[config.mk]
export PLATFORM = sky130hd
export DESIGN_NAME = rq_request_ctrl
export DESIGN_NICKNAME = d
export VERILOG_FILES = /design/src/rq_ctrl_pkg.sv /design/src/rq_tag_table.sv /design/src/rq_request_ctrl.sv
export VERILOG_INCLUDE_DIRS = /design/src /design/src/src
export SDC_FILE = /design/constraint.sdc
export NUM_CORES = 1
export LEC_CHECK = 0
export BUFFER_PORTS_ARGS = -buffer_cell sky130_fd_sc_hd__buf_2
export CORE_AREA = 3 3 145 147
export DETAILED_ROUTE_END_ITERATION = 7
export DIE_AREA = 0 0 148 150
export HOLD_SLACK_MARGIN = 0.08
export MAX_ROUTING_LAYER = met4
export PLACE_DENSITY = 0.83
export SETUP_SLACK_MARGIN = 0.02
export SKIP_CTS_REPAIR_TIMING = 1
export SYNTH_ARGS = -nofsm -noshare
export SYNTH_HDL_FRONTEND = slang
export SYNTH_SLANG_ARGS = --single-unit
export TNS_END_PERCENT = 50
[constraint.sdc]
create_clock -name clk -period 3.94 [get_ports clk]
set_clock_uncertainty 0.2 [all_clocks]
set_input_delay 0.394 -clock clk [delete_from_list [all_inputs] [get_ports clk]]
set_output_delay 0.394 -clock clk [all_outputs]
set_load 0.1 [all_outputs]
[src/rq_ctrl_defs.svh]
/*
 * Offsets, reset values and fixed counts of the requester request control block.
 * Assumes inclusion by its bare name; holds definitions only.
 */
`ifndef RQ_CTRL_DEFS_SVH
`define RQ_CTRL_DEFS_SVH

// ----------------------------------------------------------------------------
// Register map (byte addresses)
// ----------------------------------------------------------------------------
`define RQC_CTRL_OFFSET        8'h00
`define RQC_CREDIT_ADD_OFFSET  8'h04
`define RQC_STATUS_OFFSET      8'h08
`define RQC_ABORT_CNT_OFFSET   8'h0C

// ----------------------------------------------------------------------------
// Field positions
// ----------------------------------------------------------------------------
`define RQC_CTRL_ENABLE_BIT    0
`define RQC_ADD_NPH_LSB        0
`define RQC_ADD_NPD_LSB        8
`define RQC_STAT_OUT_LSB       0
`define RQC_STAT_NPH_LSB       8
`define RQC_STAT_NPD_LSB       16

// ----------------------------------------------------------------------------
// Reset values and counts
// ----------------------------------------------------------------------------
`define RQC_CTRL_ENABLE_RESET  1'b1
`define RQC_TAG_COUNT          64
`define RQC_CREDIT_LAG_CYCLES  2

`endif

[src/rq_ctrl_pkg.sv]
/*
 * Types shared by the requester request control block and its tag table.
 * Assumes a 32-bit APB master and user logic on the same clock.
 */
package rq_ctrl_pkg;

    typedef logic [7:0] credit_t;
    typedef logic [5:0] tag_t;

    typedef enum logic [1:0] {
        PKT_IDLE = 2'b00,
        PKT_BODY = 2'b01
    } pkt_state_t;

    typedef struct packed {
        logic       abort;
        logic [3:0] seqNum;
        logic       isNp;
        logic       hasData;
        tag_t       userTag;
    } request_sideband_t;

    typedef struct packed {
        logic valid;
        logic last;
        logic nullify;
        logic isNp;
        tag_t tag;
    } link_beat_t;

    typedef struct packed {
        logic        psel;
        logic        penable;
        logic        pwrite;
        logic [7:0]  paddr;
        logic [31:0] pwdata;
    } apb_req_t;

    typedef struct packed {
        logic        ready;
        pkt_state_t  pkt;
        logic        pktHasData;
        logic        pktPosted;
        logic [3:0]  pktSeq;
        logic        abortSticky;
        tag_t        pktTag;
        logic        enable;
        credit_t     nph;
        credit_t     npd;
        logic [15:0] abortCount;
        link_beat_t  beat;
        tag_t        tagOut;
        logic        tagStrobe;
        logic [3:0]  seqOut;
        logic        seqStrobe;
        logic [1:0]  nphAvail;
        logic [1:0]  npdAvail;
        logic        errPulse;
        logic [31:0] prdata;
        logic        pready;
        logic        pslverr;
    } top_state_t;

endpackage

[src/rq_tag_table.sv]
/*
 * Split completion tag table: free map, lowest-free allocation, outstanding count.
 * Assumes the caller allocates only when a tag is free in internal mode.
 */
`timescale 1ns/10ps

module rq_tag_table #(
    parameter int DEPTH = 64
) (
    input  wire logic             clk,
    input  wire logic             rst_n,
    input  wire logic             allocEn,
    input  wire logic             extMode,
    input  wire rq_ctrl_pkg::tag_t extTag,
    input  wire logic             releaseEn,
    input  wire rq_ctrl_pkg::tag_t releaseTag,
    output      rq_ctrl_pkg::tag_t nextTag,
    output      logic [6:0]       outstanding
);

    // Tag width bounds the table depth; the count is seven bits wide
    if (DEPTH < 1 || DEPTH > (1 << $bits(rq_ctrl_pkg::tag_t))) begin : g_bad_depth
        $error("tag table depth must be 1 to 64");
    end

    typedef struct packed {
        logic [DEPTH-1:0] freeMap;
        logic [6:0]       count;
    } table_state_t;

    table_state_t state_q;
    table_state_t state_d;

    function automatic rq_ctrl_pkg::tag_t lowestFree(input logic [DEPTH-1:0] map);
        rq_ctrl_pkg::tag_t idx;
        idx = 6'h00;
        for (int i = DEPTH - 1; i >= 0; i--) begin
            if (map[i]) begin
                idx = 6'(i);
            end
        end
        return idx;
    endfunction

    logic             relValid;
    rq_ctrl_pkg::tag_t useTag;

    always_comb begin
        state_d  = state_q;
        useTag   = extMode ? extTag : lowestFree(state_q.freeMap);
        // A release of a tag that is not out is ignored, so the count cannot wrap below zero
        relValid = releaseEn && !state_q.freeMap[releaseTag];
        if (relValid) begin
            state_d.freeMap[releaseTag] = 1'b1;
        end
        if (allocEn) begin
            state_d.freeMap[useTag] = 1'b0;
        end
        state_d.count = 7'(state_q.count + {6'h00, allocEn} - {6'h00, relValid});
    end

    always_ff @(posedge clk) begin
        if (!rst_n) begin
            state_q.freeMap <= '1;
            state_q.count   <= 7'h00;
        end else begin
            state_q <= state_d;
        end
    end

    assign nextTag     = extMode ? extTag : lowestFree(state_q.freeMap);
    assign outstanding = state_q.count;

endmodule

[src/rq_request_ctrl.sv]
/*
 * Requester request side control: abort handling, tag allocation, NP credit
 * reporting and posted order numbers, with an APB register slave.
 * Assumes user logic, completion logic and APB master all run on clk.
 */
// The register offsets and the APB slave port were chosen for this implementation.
`timescale 1ns/10ps
`include "rq_ctrl_defs.svh"

module rq_request_ctrl #(
    parameter bit              external_tag_select = 1'b0,
    parameter bit              IS_ENDPOINT         = 1'b1,
    parameter int              TAG_DEPTH           = `RQC_TAG_COUNT,
    parameter rq_ctrl_pkg::credit_t NPH_INIT       = 8'h08,
    parameter rq_ctrl_pkg::credit_t NPD_INIT       = 8'h08
) (
    input  wire logic                           clk,
    input  wire logic                           rst_n,
    input  wire rq_ctrl_pkg::apb_req_t          apbReq,
    output      logic [31:0]                    prdata,
    output      logic                           pready,
    output      logic                           pslverr,
    input  wire logic                           request_stream_valid,
    input  wire logic                           request_stream_last,
    input  wire rq_ctrl_pkg::request_sideband_t request_sideband_bus,
    output      logic                           request_stream_ready,
    output      rq_ctrl_pkg::link_beat_t        linkBeat,
    input  wire logic                           cplEofAccept,
    input  wire logic                           cplFinalSplit,
    input  wire rq_ctrl_pkg::tag_t              cplTag,
    output      rq_ctrl_pkg::tag_t              allocated_tag_out,
    output      logic                           allocated_tag_strobe,
    output      logic [1:0]                     np_header_credit_avail,
    output      logic [1:0]                     np_data_credit_avail,
    output      logic [3:0]                     posted_order_number_out,
    output      logic                           posted_order_number_strobe,
    output      logic                           uncorrErrReport
);

    // ------------------------------------------------------------------------
    // Elaboration checks
    // ------------------------------------------------------------------------
    if (TAG_DEPTH != `RQC_TAG_COUNT) begin : g_bad_depth
        $error("tag table depth must be 64");
    end
    if (`RQC_CREDIT_LAG_CYCLES != 2) begin : g_bad_lag
        $error("credit report pipeline is built for a lag of two");
    end

    rq_ctrl_pkg::top_state_t state_q;
    rq_ctrl_pkg::top_state_t state_d;

    rq_ctrl_pkg::tag_t nextTag;
    logic [6:0]        outstanding;

    // ------------------------------------------------------------------------
    // Helpers
    // ------------------------------------------------------------------------
    function automatic logic [1:0] creditCode(input rq_ctrl_pkg::credit_t c);
        return (c > 8'h03) ? 2'h3 : c[1:0];
    endfunction

    function automatic rq_ctrl_pkg::credit_t satAdd(input rq_ctrl_pkg::credit_t a,
                                                    input rq_ctrl_pkg::credit_t b);
        logic [8:0] sum;
        sum = {1'b0, a} + {1'b0, b};
        return sum[8] ? 8'hFF : sum[7:0];
    endfunction

    // Whether a beat may be taken given the resources that stand after this edge
    function automatic logic canTake(input logic first, input logic isNp,
                                     input logic hasData, input rq_ctrl_pkg::credit_t nph,
                                     input rq_ctrl_pkg::credit_t npd, input logic full);
        logic ok;
        ok = 1'b1;
        if (first && isNp) begin
            ok = (nph != 8'h00) && (!hasData || npd != 8'h00);
            if (!external_tag_select && full) begin
                ok = 1'b0;
            end
        end
        return ok;
    endfunction

    // ------------------------------------------------------------------------
    // Tag table
    // ------------------------------------------------------------------------
    logic fire;
    logic firstBeat;
    logic npStart;
    logic cplRelease;

    assign fire       = request_stream_valid && state_q.ready;
    assign firstBeat  = (state_q.pkt == rq_ctrl_pkg::PKT_IDLE);
    assign npStart    = fire && firstBeat && request_sideband_bus.isNp;
    assign cplRelease = cplEofAccept && cplFinalSplit;

    rq_tag_table #(
        .DEPTH       (TAG_DEPTH)
    ) u_tags (
        .clk         (clk),
        .rst_n       (rst_n),
        .allocEn     (npStart),
        .extMode     (external_tag_select),
        .extTag      (request_sideband_bus.userTag),
        .releaseEn   (cplRelease),
        .releaseTag  (cplTag),
        .nextTag     (nextTag),
        .outstanding (outstanding)
    );

    // ------------------------------------------------------------------------
    // Next state
    // ------------------------------------------------------------------------
    logic                 setup;
    logic                 wrDone;
    logic                 pktData;
    logic                 abortNow;
    logic                 firstNext;
    logic                 fullNext;
    logic [6:0]           outNext;
    rq_ctrl_pkg::credit_t addNph;
    rq_ctrl_pkg::credit_t addNpd;
    rq_ctrl_pkg::tag_t    beatTag;

    always_comb begin
        state_d   = state_q;
        setup     = apbReq.psel && !apbReq.penable;
        wrDone    = apbReq.psel && apbReq.penable && state_q.pready && apbReq.pwrite;
        addNph    = 8'h00;
        addNpd    = 8'h00;
        pktData   = firstBeat ? request_sideband_bus.hasData : state_q.pktHasData;
        abortNow  = fire && request_sideband_bus.abort && pktData;
        beatTag   = firstBeat ? nextTag : state_q.pktTag;

        // Packet tracking and the link beat
        state_d.beat = '0;
        if (fire) begin
            state_d.beat.valid   = 1'b1;
            state_d.beat.last    = request_stream_last;
            state_d.beat.nullify = state_q.abortSticky || abortNow;
            state_d.beat.isNp    = firstBeat ? request_sideband_bus.isNp : !state_q.pktPosted;
            state_d.beat.tag     = beatTag;
            if (firstBeat) begin
                state_d.pktHasData = request_sideband_bus.hasData;
                state_d.pktPosted  = !request_sideband_bus.isNp;
                state_d.pktSeq     = request_sideband_bus.seqNum;
                state_d.pktTag     = nextTag;
            end
            if (request_stream_last) begin
                state_d.pkt         = rq_ctrl_pkg::PKT_IDLE;
                state_d.abortSticky = 1'b0;
            end else begin
                state_d.pkt         = rq_ctrl_pkg::PKT_BODY;
                state_d.abortSticky = state_q.abortSticky || abortNow;
            end
        end

        // Abort report at the packet's end
        state_d.errPulse = IS_ENDPOINT && fire && request_stream_last
                           && (state_q.abortSticky || abortNow);

        // Tag report in internal tag mode, one strobe per NP request in request order
        state_d.tagStrobe = npStart && !external_tag_select;
        if (npStart) begin
            state_d.tagOut = nextTag;
        end

        // Posted number reported as its last beat reaches the link merge point,
        // which is where completions join; later completions queue behind it
        state_d.seqStrobe = 1'b0;
        if (fire && request_stream_last
            && (firstBeat ? !request_sideband_bus.isNp : state_q.pktPosted)) begin
            state_d.seqStrobe = 1'b1;
            state_d.seqOut    = firstBeat ? request_sideband_bus.seqNum
                                          : state_q.pktSeq;
        end

        // APB slave, zero wait states: answer prepared in the setup cycle
        state_d.pready  = setup;
        state_d.pslverr = 1'b0;
        if (setup) begin
            state_d.prdata = 32'h0000_0000;
            case (apbReq.paddr)
                `RQC_CTRL_OFFSET: begin
                    state_d.prdata[`RQC_CTRL_ENABLE_BIT] = state_q.enable;
                end
                `RQC_CREDIT_ADD_OFFSET: begin
                    state_d.prdata = 32'h0000_0000;
                end
                `RQC_STATUS_OFFSET: begin
                    state_d.prdata[`RQC_STAT_OUT_LSB +: 7] = outstanding;
                    state_d.prdata[`RQC_STAT_NPH_LSB +: 8] = state_q.nph;
                    state_d.prdata[`RQC_STAT_NPD_LSB +: 8] = state_q.npd;
                end
                `RQC_ABORT_CNT_OFFSET: begin
                    state_d.prdata[15:0] = state_q.abortCount;
                end
                default: begin
                    state_d.pslverr = 1'b1;
                end
            endcase
        end
        if (wrDone) begin
            case (apbReq.paddr)
                `RQC_CTRL_OFFSET: begin
                    state_d.enable = apbReq.pwdata[`RQC_CTRL_ENABLE_BIT];
                end
                `RQC_CREDIT_ADD_OFFSET: begin
                    addNph = apbReq.pwdata[`RQC_ADD_NPH_LSB +: 8];
                    addNpd = apbReq.pwdata[`RQC_ADD_NPD_LSB +: 8];
                end
                `RQC_ABORT_CNT_OFFSET: begin
                    state_d.abortCount = 16'h0000;
                end
                default: begin
                    state_d.abortCount = state_q.abortCount;
                end
            endcase
        end
        // Counting after the clear keeps an abort that lands on the clear
        if (state_d.errPulse || (fire && request_stream_last && !IS_ENDPOINT
                                 && (state_q.abortSticky || abortNow))) begin
            state_d.abortCount = 16'(state_d.abortCount + 16'h0001);
        end

        // Credits: consumed on the descriptor beat, returned by software
        state_d.nph = satAdd(8'(state_q.nph - {7'h00, npStart}), addNph);
        state_d.npd = satAdd(8'(state_q.npd - {7'h00, npStart
                                               && request_sideband_bus.hasData}), addNpd);

        // Second stage of the lag: counters move one edge after the beat,
        // the encoded outputs one edge later
        state_d.nphAvail = creditCode(state_q.nph);
        state_d.npdAvail = creditCode(state_q.npd);

        // Ready for the next cycle; a held beat is judged as it stands, an
        // unseen one as the costliest NP request so nothing slips past a limit
        outNext   = 7'(outstanding + {6'h00, npStart}
                       - {6'h00, cplRelease});
        fullNext  = (outNext >= 7'(TAG_DEPTH));
        firstNext = (state_d.pkt == rq_ctrl_pkg::PKT_IDLE);
        if (request_stream_valid && !fire) begin
            state_d.ready = canTake(firstNext, request_sideband_bus.isNp,
                                    request_sideband_bus.hasData,
                                    state_d.nph, state_d.npd, fullNext);
        end else begin
            state_d.ready = canTake(firstNext, 1'b1, 1'b1,
                                    state_d.nph, state_d.npd, fullNext);
        end
        state_d.ready = state_d.ready && state_d.enable;
    end

    // ------------------------------------------------------------------------
    // State register
    // ------------------------------------------------------------------------
    always_ff @(posedge clk) begin
        if (!rst_n) begin
            state_q        <= '0;
            state_q.pkt    <= rq_ctrl_pkg::PKT_IDLE;
            state_q.enable <= `RQC_CTRL_ENABLE_RESET;
            state_q.nph    <= NPH_INIT;
            state_q.npd    <= NPD_INIT;
        end else begin
            state_q <= state_d;
        end
    end

    // ------------------------------------------------------------------------
    // Outputs
    // ------------------------------------------------------------------------
    assign prdata                     = state_q.prdata;
    assign pready                     = state_q.pready;
    assign pslverr                    = state_q.pslverr;
    assign request_stream_ready       = state_q.ready;
    assign linkBeat                   = state_q.beat;
    assign allocated_tag_out          = state_q.tagOut;
    assign allocated_tag_strobe       = state_q.tagStrobe;
    assign np_header_credit_avail     = state_q.nphAvail;
    assign np_data_credit_avail       = state_q.npdAvail;
    assign posted_order_number_out    = state_q.seqOut;
    assign posted_order_number_strobe = state_q.seqStrobe;
    assign uncorrErrReport            = state_q.errPulse;

endmodule

Word level (Yosys, flattened, before mapping)
Cells that the tools add are included.

Add/sub/neg operators: 8. Magnitude comparators: 7. Eq/ne operators: 3. Multiplexer cells: 107. Bitwise logic cells: 3. Reduce and logical (&&, ||, !) cells: 39.

Operator list (number): 2-to-1 mux 6 bit (66); 2-to-1 mux 64 bit (2); AND 64 bit (1); NOT 64 bit (1); OR 64 bit (1); 2-to-1 mux 8 bit (7); 2-to-1 mux 16 bit (3); logical AND 1 bit (22); adder 8 x 8 -> 9 bit (2); 2-to-1 mux 1 bit (18); adder 16 x 1 -> 16 bit (second input constant) (1); == test 8 x 4 -> 1 bit (second input constant) (2); > comparator 8 x 2 -> 1 bit (second input constant) (2); one-hot mux 8 bit (2 select lines) (1); nonzero test 8 bit (2); subtractor 8 x 1 -> 8 bit (2); 2-to-1 mux 15 bit (1); < comparator 6 x 7 -> 1 bit (second input constant) (2); subtractor 7 x 1 -> 7 bit (2); demux 1 bit (select 6 bit) (2); greater-or-equal comparator 6 x 1 -> 1 bit (second input constant) (2); one-hot mux 6 bit (2 select lines) (1); 2-to-1 mux 10 bit (1); == test 8 x 3 -> 1 bit (second input constant) (1); 12 further kinds (22).

Register bits after elaboration: 173. Input port bits: 68. Output and inout port bits: 62. Logic and storage cells: 195.

Depth between registers and ports, before layout
Word-level depth: 71. Depth in mapped cells: 18. Gate-level depth less buffers: 17.

Hierarchy
Synthesis repeated with hierarchy kept, for this count alone.

Cells, all modules: 1241. Area, all modules: 10306.1 um2.

By module, submodules not included: rq_request_ctrl (instances 1, cells each 636, area an instance 5424.0 um2, seq. area each 2042.0 um2); rq_tag_table (instances 1, cells each 605, area an instance 4882.2 um2, seq. area each 1421.4 um2).

Least setup slack after synthesis
No wires, ideal clock.

Path type: flip-flop to flip-flop. Start point: register state_q (netlist bit request_stream_ready). End point: register state_q (netlist bit request_stream_ready). Library setup time: 136 ps. Arrival time: 3997 ps. Required time: 3604 ps. Path slack: -393 ps. Stages on the path, launching flop included: 16. Buffers on the path: 0. Period minus slack after synthesis: 4333 ps. Cell sequence: dfxtp_1 -> nand2_1 -> nor2_2 -> nand2_1 -> inv_2 -> ha_1 -> ha_1 -> xor2_1 -> ha_1 -> a21o_1 -> a21oi_1 -> nor2b_1 -> or4_1 -> o311a_1 -> nor4_1 -> a311oi_1.

Longest elaborated chain between the ends: 14. Elaborated cells between the ends (all ways): 29. Classes of those cells: 6 x add/sub; 1 x order compare; 8 x mux; 14 x reduce/logical.

Ends and longest elaborated chain: start, declared (RTL line rq_request_ctrl.sv:50) `rq_ctrl_pkg::top_state_t state_q;`; start signal, assigned (RTL line rq_request_ctrl.sv:265) `state_q <= state_d;`; logical AND 1 bit (*) (RTL line rq_request_ctrl.sv:93) `assign fire = request_stream_valid && state_q.ready;`; logical AND 1 bit (*) (2 in series) (RTL line rq_request_ctrl.sv:95) `assign npStart = fire && firstBeat && request_sideband_bus.isNp;`; net npStart (RTL line rq_request_ctrl.sv:90) `logic npStart;`; logical AND 1 bit (RTL line rq_request_ctrl.sv:230) `&& request_sideband_bus.hasData}), addNpd);`; subtractor 8 x 1 -> 8 bit (RTL line rq_request_ctrl.sv:229) `state_d.npd = satAdd(8'(state_q.npd - {7'h00, npStart`; adder 8 x 8 -> 9 bit (RTL line rq_request_ctrl.sv:66) `sum = {1'b0, a} + {1'b0, b};`; 2-to-1 mux 8 bit (RTL line rq_request_ctrl.sv:67) `return sum[8] ? 8'hFF : sum[7:0];`; nonzero test 8 bit (RTL line rq_request_ctrl.sv:77) `ok = (nph != 8'h00) && (!hasData || npd != 8'h00);`; logical OR 1 bit (RTL line rq_request_ctrl.sv:77); logical AND 1 bit (RTL line rq_request_ctrl.sv:77); 2-to-1 mux 1 bit (RTL line rq_request_ctrl.sv:78) `if (!external_tag_select && full) begin`; 2-to-1 mux 1 bit (RTL line rq_request_ctrl.sv:76) `if (first && isNp) begin`; 2-to-1 mux 1 bit (*) (RTL line rq_request_ctrl.sv:243) `if (request_stream_valid && !fire) begin`; logical AND 1 bit (*) (RTL line rq_request_ctrl.sv:251) `state_d.ready = state_d.ready && state_d.enable;`.

Mark *: on every way through the listed nets, which the timed path passes. The rest lies on a longest branch. A chain may end at the register's enable or synchronous reset.

Final worst setup path
Start point: register state_q[108] (netlist bit). End point: register state_q (netlist bit request_stream_ready).

Longest elaborated chain between the ends: 14. Elaborated cells between the ends (all ways): 27. Classes of those cells: 6 x add/sub; 1 x order compare; 8 x mux; 12 x reduce/logical.

Ends and longest elaborated chain: zero test 2 bit (*) (RTL line rq_request_ctrl.sv:94) `assign firstBeat = (state_q.pkt == rq_ctrl_pkg::PKT_IDLE);`; logical AND 1 bit (*) (2 in series) (RTL line rq_request_ctrl.sv:95); net npStart (RTL line rq_request_ctrl.sv:90); logical AND 1 bit (RTL line rq_request_ctrl.sv:230); subtractor 8 x 1 -> 8 bit (RTL line rq_request_ctrl.sv:229); adder 8 x 8 -> 9 bit (RTL line rq_request_ctrl.sv:66); 2-to-1 mux 8 bit (RTL line rq_request_ctrl.sv:67); nonzero test 8 bit (RTL line rq_request_ctrl.sv:77); logical OR 1 bit (RTL line rq_request_ctrl.sv:77); logical AND 1 bit (RTL line rq_request_ctrl.sv:77); 2-to-1 mux 1 bit (RTL line rq_request_ctrl.sv:78); 2-to-1 mux 1 bit (RTL line rq_request_ctrl.sv:76); 2-to-1 mux 1 bit (*) (RTL line rq_request_ctrl.sv:243); logical AND 1 bit (*) (RTL line rq_request_ctrl.sv:251).

Marks and branches as above.

==> flow_metrics.tcl <==
set metrics [dict create \
    critPathRequiredTime_ns 4.05 \
    routedWlPerCell_microns 19.5 \
    crit_buf_inv 1 \
    max_cap_viol_count 0 \
    outcome "complete, no violations" \
    setup-violations-final 0 \
    seqCellArea_sq_um 3470 \
    num_rows 52 \
    clk_latency_worst_skew_pair_ns 0.44 \
    net-switching-power_mw 1.20 \
    drc 0 \
    cts_htree_levels 4 \
    detail_route.vias_per_cell 6.27 \
    layoutNonFillerInstCount 1617 \
    die_h_microns 150 \
    proportion_of_synthesized_chip_area_in_sequential_cells 0.329 \
    boundaryPins 130 \
    pre_cts_slack_ns 0.140 \
    max_slew_margin 0.323 \
    multi_input_area_sq_um 6280 \
    postRouteAntennaNets 0 \
    vias_in_the_first_global_route 9674 \
    num_antenna_cells 0 \
    fmaxAchievable_ghz 0.272 \
    period_share 0.933 \
    r2r_cells 15 \
    fillers 1798 \
    power_leakage_nw 4.62 \
    dr.pass1.iters 6 \
    core_area_sq_um 20000 \
    worst-setup-path-type "flip-flop to flip-flop" \
    vdd_drop_max_mv 0.321 \
    setup_tns_ns 0 \
    synth-edff-count 0 \
    sequentialPowerShare 0.436 \
    yosys.cell_types.count 90 \
    post_dp_cell_area_sq_um 11000 \
    dominant_register_cell_in_the_synthesized_netlist "sky130_fd_sc_hd__dfxtp_1" \
    asyncSetResetFlopFracSynth 0 \
    clkSinkCount 173 \
    fp.dieArea_sq_um 22200 \
    finalMaxSlewViolations 0 \
    finalNetCount 1430 \
    place_hpwl_microns 22100 \
    dpl.cell_count 1578 \
    drive_above_1_share 0.165 \
    syn-mean-instance-area_sq_um 8.25 \
    die-width_microns 148 \
    timing.critical_path.depth 15 \
    overflow 0 \
    list_of_cells_traversed_by_the_critical_path "or2_1 > nor2_2 > nand2_1 > inv_2 > ha_1 > ha_1 > xor2_1 > ha_1 > a21o_1 > a21oi_1 > nor2b_1 > or4_1 > o311a_1 > nor4_2 > a311oi_1" \
    flow.area_growth_from_synthesis_pct 11.7 \
    tritoncts "built" \
    ys_seq_elements 173 \
    slowest_stage_delay_on_critical_path_ns 0.42 \
    cp.arrival_ns 3.79 \
    proportion_of_power_drawn_by_combinational_gates 0.130 \
    iter_0_drt_violations 1023 \
    cell_type_of_the_slowest_stage_on_the_worst_timing_path "sky130_fd_sc_hd__or4_1" \
    finalCoreUtilization 0.587 \
    initial_core_util 0.525 \
    post_synth_instance_area_sq_um 10500 \
    clockPowerShare 0.434 \
    number_of_cells_on_the_worst_hold_path 4 \
    min-delay-path-class "input pin to flip-flop" \
    power.internal_mw 2.97 \
    cts.clk_slew.worst_paths_ns 0.07 \
    fin_crit_period_ns 3.68 \
    cts-root-to-sink-buffers 2 \
    gp_congestion 1.00 \
    global_route_wire_length_before_repair_microns 50400 \
    setup.worst_path.end_class "flip-flop" \
    power_per_cell_area_nw_per_um2 354 \
    stdcell_area_sq_um 11800 \
    timing.critical_path.fanout_max 5 \
    grt_setup_unrepaired "false" \
    timing.final.ws_setup_ns 0.263 \
    pin_count_of_the_biggest_net_entering_global_routing 150 \
    antenna_found_initial 0 \
    num_vias 10100 \
    wirelength_microns 31500 \
    holdWs_ns 0.0953 \
    report.final.hold_viol_count 0 \
    setup.worst_path.start_class "flip-flop" \
    port-buffer-count 99 \
    critPathTopFamily "simple AND/OR/NAND/NOR gates" \
    cts.root.buffer_cell "sky130_fd_sc_hd__clkbuf_16" \
    postSynthCellCount 1276 \
    actual_transition_at_the_worst_max_transition_pin_ns 1.02 \
    synth_warnings 0 \
    grt.total_usage 0.290 \
    p_sw_frac 0.288 \
    design_power_total_mw 4.17 \
    total_clock_buffers_created_by_cts 17 \
    path_common_cell "sky130_fd_sc_hd__ha_1" \
]
## worst register-to-register path, cell delays in order (launching register included)
cell                       delay (ns)
sky130_fd_sc_hd__dfxtp_2         0.35
sky130_fd_sc_hd__or2_1           0.27
sky130_fd_sc_hd__nor2_2          0.13
sky130_fd_sc_hd__nand2_1         0.10
sky130_fd_sc_hd__inv_2           0.12
sky130_fd_sc_hd__ha_1            0.18
sky130_fd_sc_hd__ha_1            0.21
sky130_fd_sc_hd__xor2_1          0.20
sky130_fd_sc_hd__ha_1            0.29
sky130_fd_sc_hd__a21o_1          0.19
sky130_fd_sc_hd__a21oi_1         0.22
sky130_fd_sc_hd__nor2b_1         0.09
sky130_fd_sc_hd__or4_1           0.42
sky130_fd_sc_hd__o311a_1         0.15
sky130_fd_sc_hd__nor4_2          0.31
sky130_fd_sc_hd__a311oi_1        0.12
## cell usage in the layout, fill, tap and decap left out, types with 18 or more instances in the layout
cell type                  count
sky130_fd_sc_hd__nor3b_1      18
sky130_fd_sc_hd__nor2b_1      19
sky130_fd_sc_hd__o21a_1       19
sky130_fd_sc_hd__dfxtp_1     170
sky130_fd_sc_hd__a31oi_1      25
sky130_fd_sc_hd__xnor2_1      21
sky130_fd_sc_hd__and2_1       38
sky130_fd_sc_hd__a21boi_0     23
sky130_fd_sc_hd__nand2b_1     58
sky130_fd_sc_hd__buf_4        39
sky130_fd_sc_hd__nor3_1       30
sky130_fd_sc_hd__a21oi_1     117
sky130_fd_sc_hd__a221oi_1     25
sky130_fd_sc_hd__nand2_1     108
sky130_fd_sc_hd__nor4_1       22
sky130_fd_sc_hd__ha_1         25
sky130_fd_sc_hd__inv_1        49
sky130_fd_sc_hd__nand3_1      31
sky130_fd_sc_hd__xor2_1       20
sky130_fd_sc_hd__nor2_1       95
sky130_fd_sc_hd__buf_2        98
## per-layer routing
| metal | vias up | part of all wire | GRT usage |
|---|---|---|---|
| met2 | 567 | 0.47 | 0.456 |
| met5 | - | 0 | - |
| met4 | 0 | 0.049 | 0.145 |
| met3 | 125 | 0.10 | 0.0575 |
| li1 | 4717 | - | - |
| met1 | 4722 | 0.38 | 0.357 |
## area by class of cell
| cell class | instances | area share |
|---|---|---|
| repair buffers | 143 | 0.0726 |
| flip-flops and latches | 173 | 0.295 |
| well taps | 270 | 0.0287 |
| clock buffers | 18 | 0.0365 |
| clock inverters | 14 | 0.0172 |
| multi-input cells | 949 | 0.534 |
| inverters | 50 | 0.0160 |
## Yosys cell counts (11+ instances only)
| cell | count | area, sq um |
|---|---|---|
| sky130_fd_sc_hd__nand2b_1 | 58 | 363 |
| sky130_fd_sc_hd__a221oi_1 | 25 | 219 |
| sky130_fd_sc_hd__nor3b_1 | 19 | 143 |
| sky130_fd_sc_hd__o211ai_1 | 15 | 113 |
| sky130_fd_sc_hd__o21a_1 | 19 | 143 |
| sky130_fd_sc_hd__a31oi_1 | 25 | 156 |
| sky130_fd_sc_hd__buf_4 | 57 | 428 |
| sky130_fd_sc_hd__o21ai_0 | 16 | 80.1 |
| sky130_fd_sc_hd__nor2b_1 | 19 | 119 |
| sky130_fd_sc_hd__xnor2_1 | 21 | 184 |
| sky130_fd_sc_hd__nor3_1 | 30 | 150 |
| sky130_fd_sc_hd__and2_1 | 38 | 238 |
| sky130_fd_sc_hd__a32oi_1 | 17 | 149 |
| sky130_fd_sc_hd__nor4_1 | 24 | 150 |
| sky130_fd_sc_hd__inv_1 | 49 | 184 |
| sky130_fd_sc_hd__nor2_1 | 95 | 357 |
| sky130_fd_sc_hd__nand3_1 | 31 | 155 |
| sky130_fd_sc_hd__ha_1 | 26 | 325 |
| sky130_fd_sc_hd__dfxtp_1 | 173 | 3460 |
| sky130_fd_sc_hd__xor2_1 | 20 | 175 |
| sky130_fd_sc_hd__a21boi_0 | 23 | 173 |
| sky130_fd_sc_hd__clkbuf_1 | 38 | 143 |
| sky130_fd_sc_hd__nand4_1 | 11 | 68.8 |
| sky130_fd_sc_hd__nand2_1 | 109 | 409 |
| sky130_fd_sc_hd__a21oi_1 | 117 | 586 |
| sky130_fd_sc_hd__and3_1 | 13 | 81.3 |
## registers in the layout (all words and copies together) (netlist names)
| register | count |
|---|---|
| u_tags.state_q | 64 |
| state_q | 48 |
| prdata | 24 |
| linkBeat | 10 |
| u_tags.outstanding | 7 |
| allocated_tag_out | 6 |
| posted_order_number_out | 4 |
| np_data_credit_avail | 2 |
| np_header_credit_avail | 2 |
| allocated_tag_strobe | 1 |
| posted_order_number_strobe | 1 |
| pready | 1 |
| pslverr | 1 |
| request_stream_ready | 1 |
| uncorrErrReport | 1 |
## path summary, 6_finish.rpt
| kind | startpoint | endpoint | slack [ns] |
|---|---|---|---|
| worst max register to register | state_q[108] | request_stream_ready | 0.26 |
| worst max-delay path | state_q[108] | request_stream_ready | 0.26 |
| worst min register to register | state_q[96] | linkBeat[2] | 0.26 |
| worst min-delay path | request_stream_last | state_q[107] | 0.1 |
## cells by family (layout without fill, tap and decap cells)
logic type,after synthesis,in the layout,share of synthesized area
buf+inv,161,225,0.0795
xor+xnor,41,41,0.0341
fa+ha+maj,28,28,0.0347
simple gates,504,504,0.269
flops,173,173,0.329
compound gates,349,349,0.229
mux,19,19,0.0240
other cells,1,8,0.000356
## power by group through the flow
stage / clock (mW) / combinational [mW] / sequential [mW]
CTS: 1.82 / 0.533 / 1.81
floorplan: 0 / 0.413 / 1.87
global route: 1.91 / 0.581 / 1.82
global placement: 0 / 0.522 / 1.85
finish: 1.81 / 0.544 / 1.82
detailed placement: 0 / 0.529 / 1.86
Note: power is estimated with default switching activity, not from simulation.
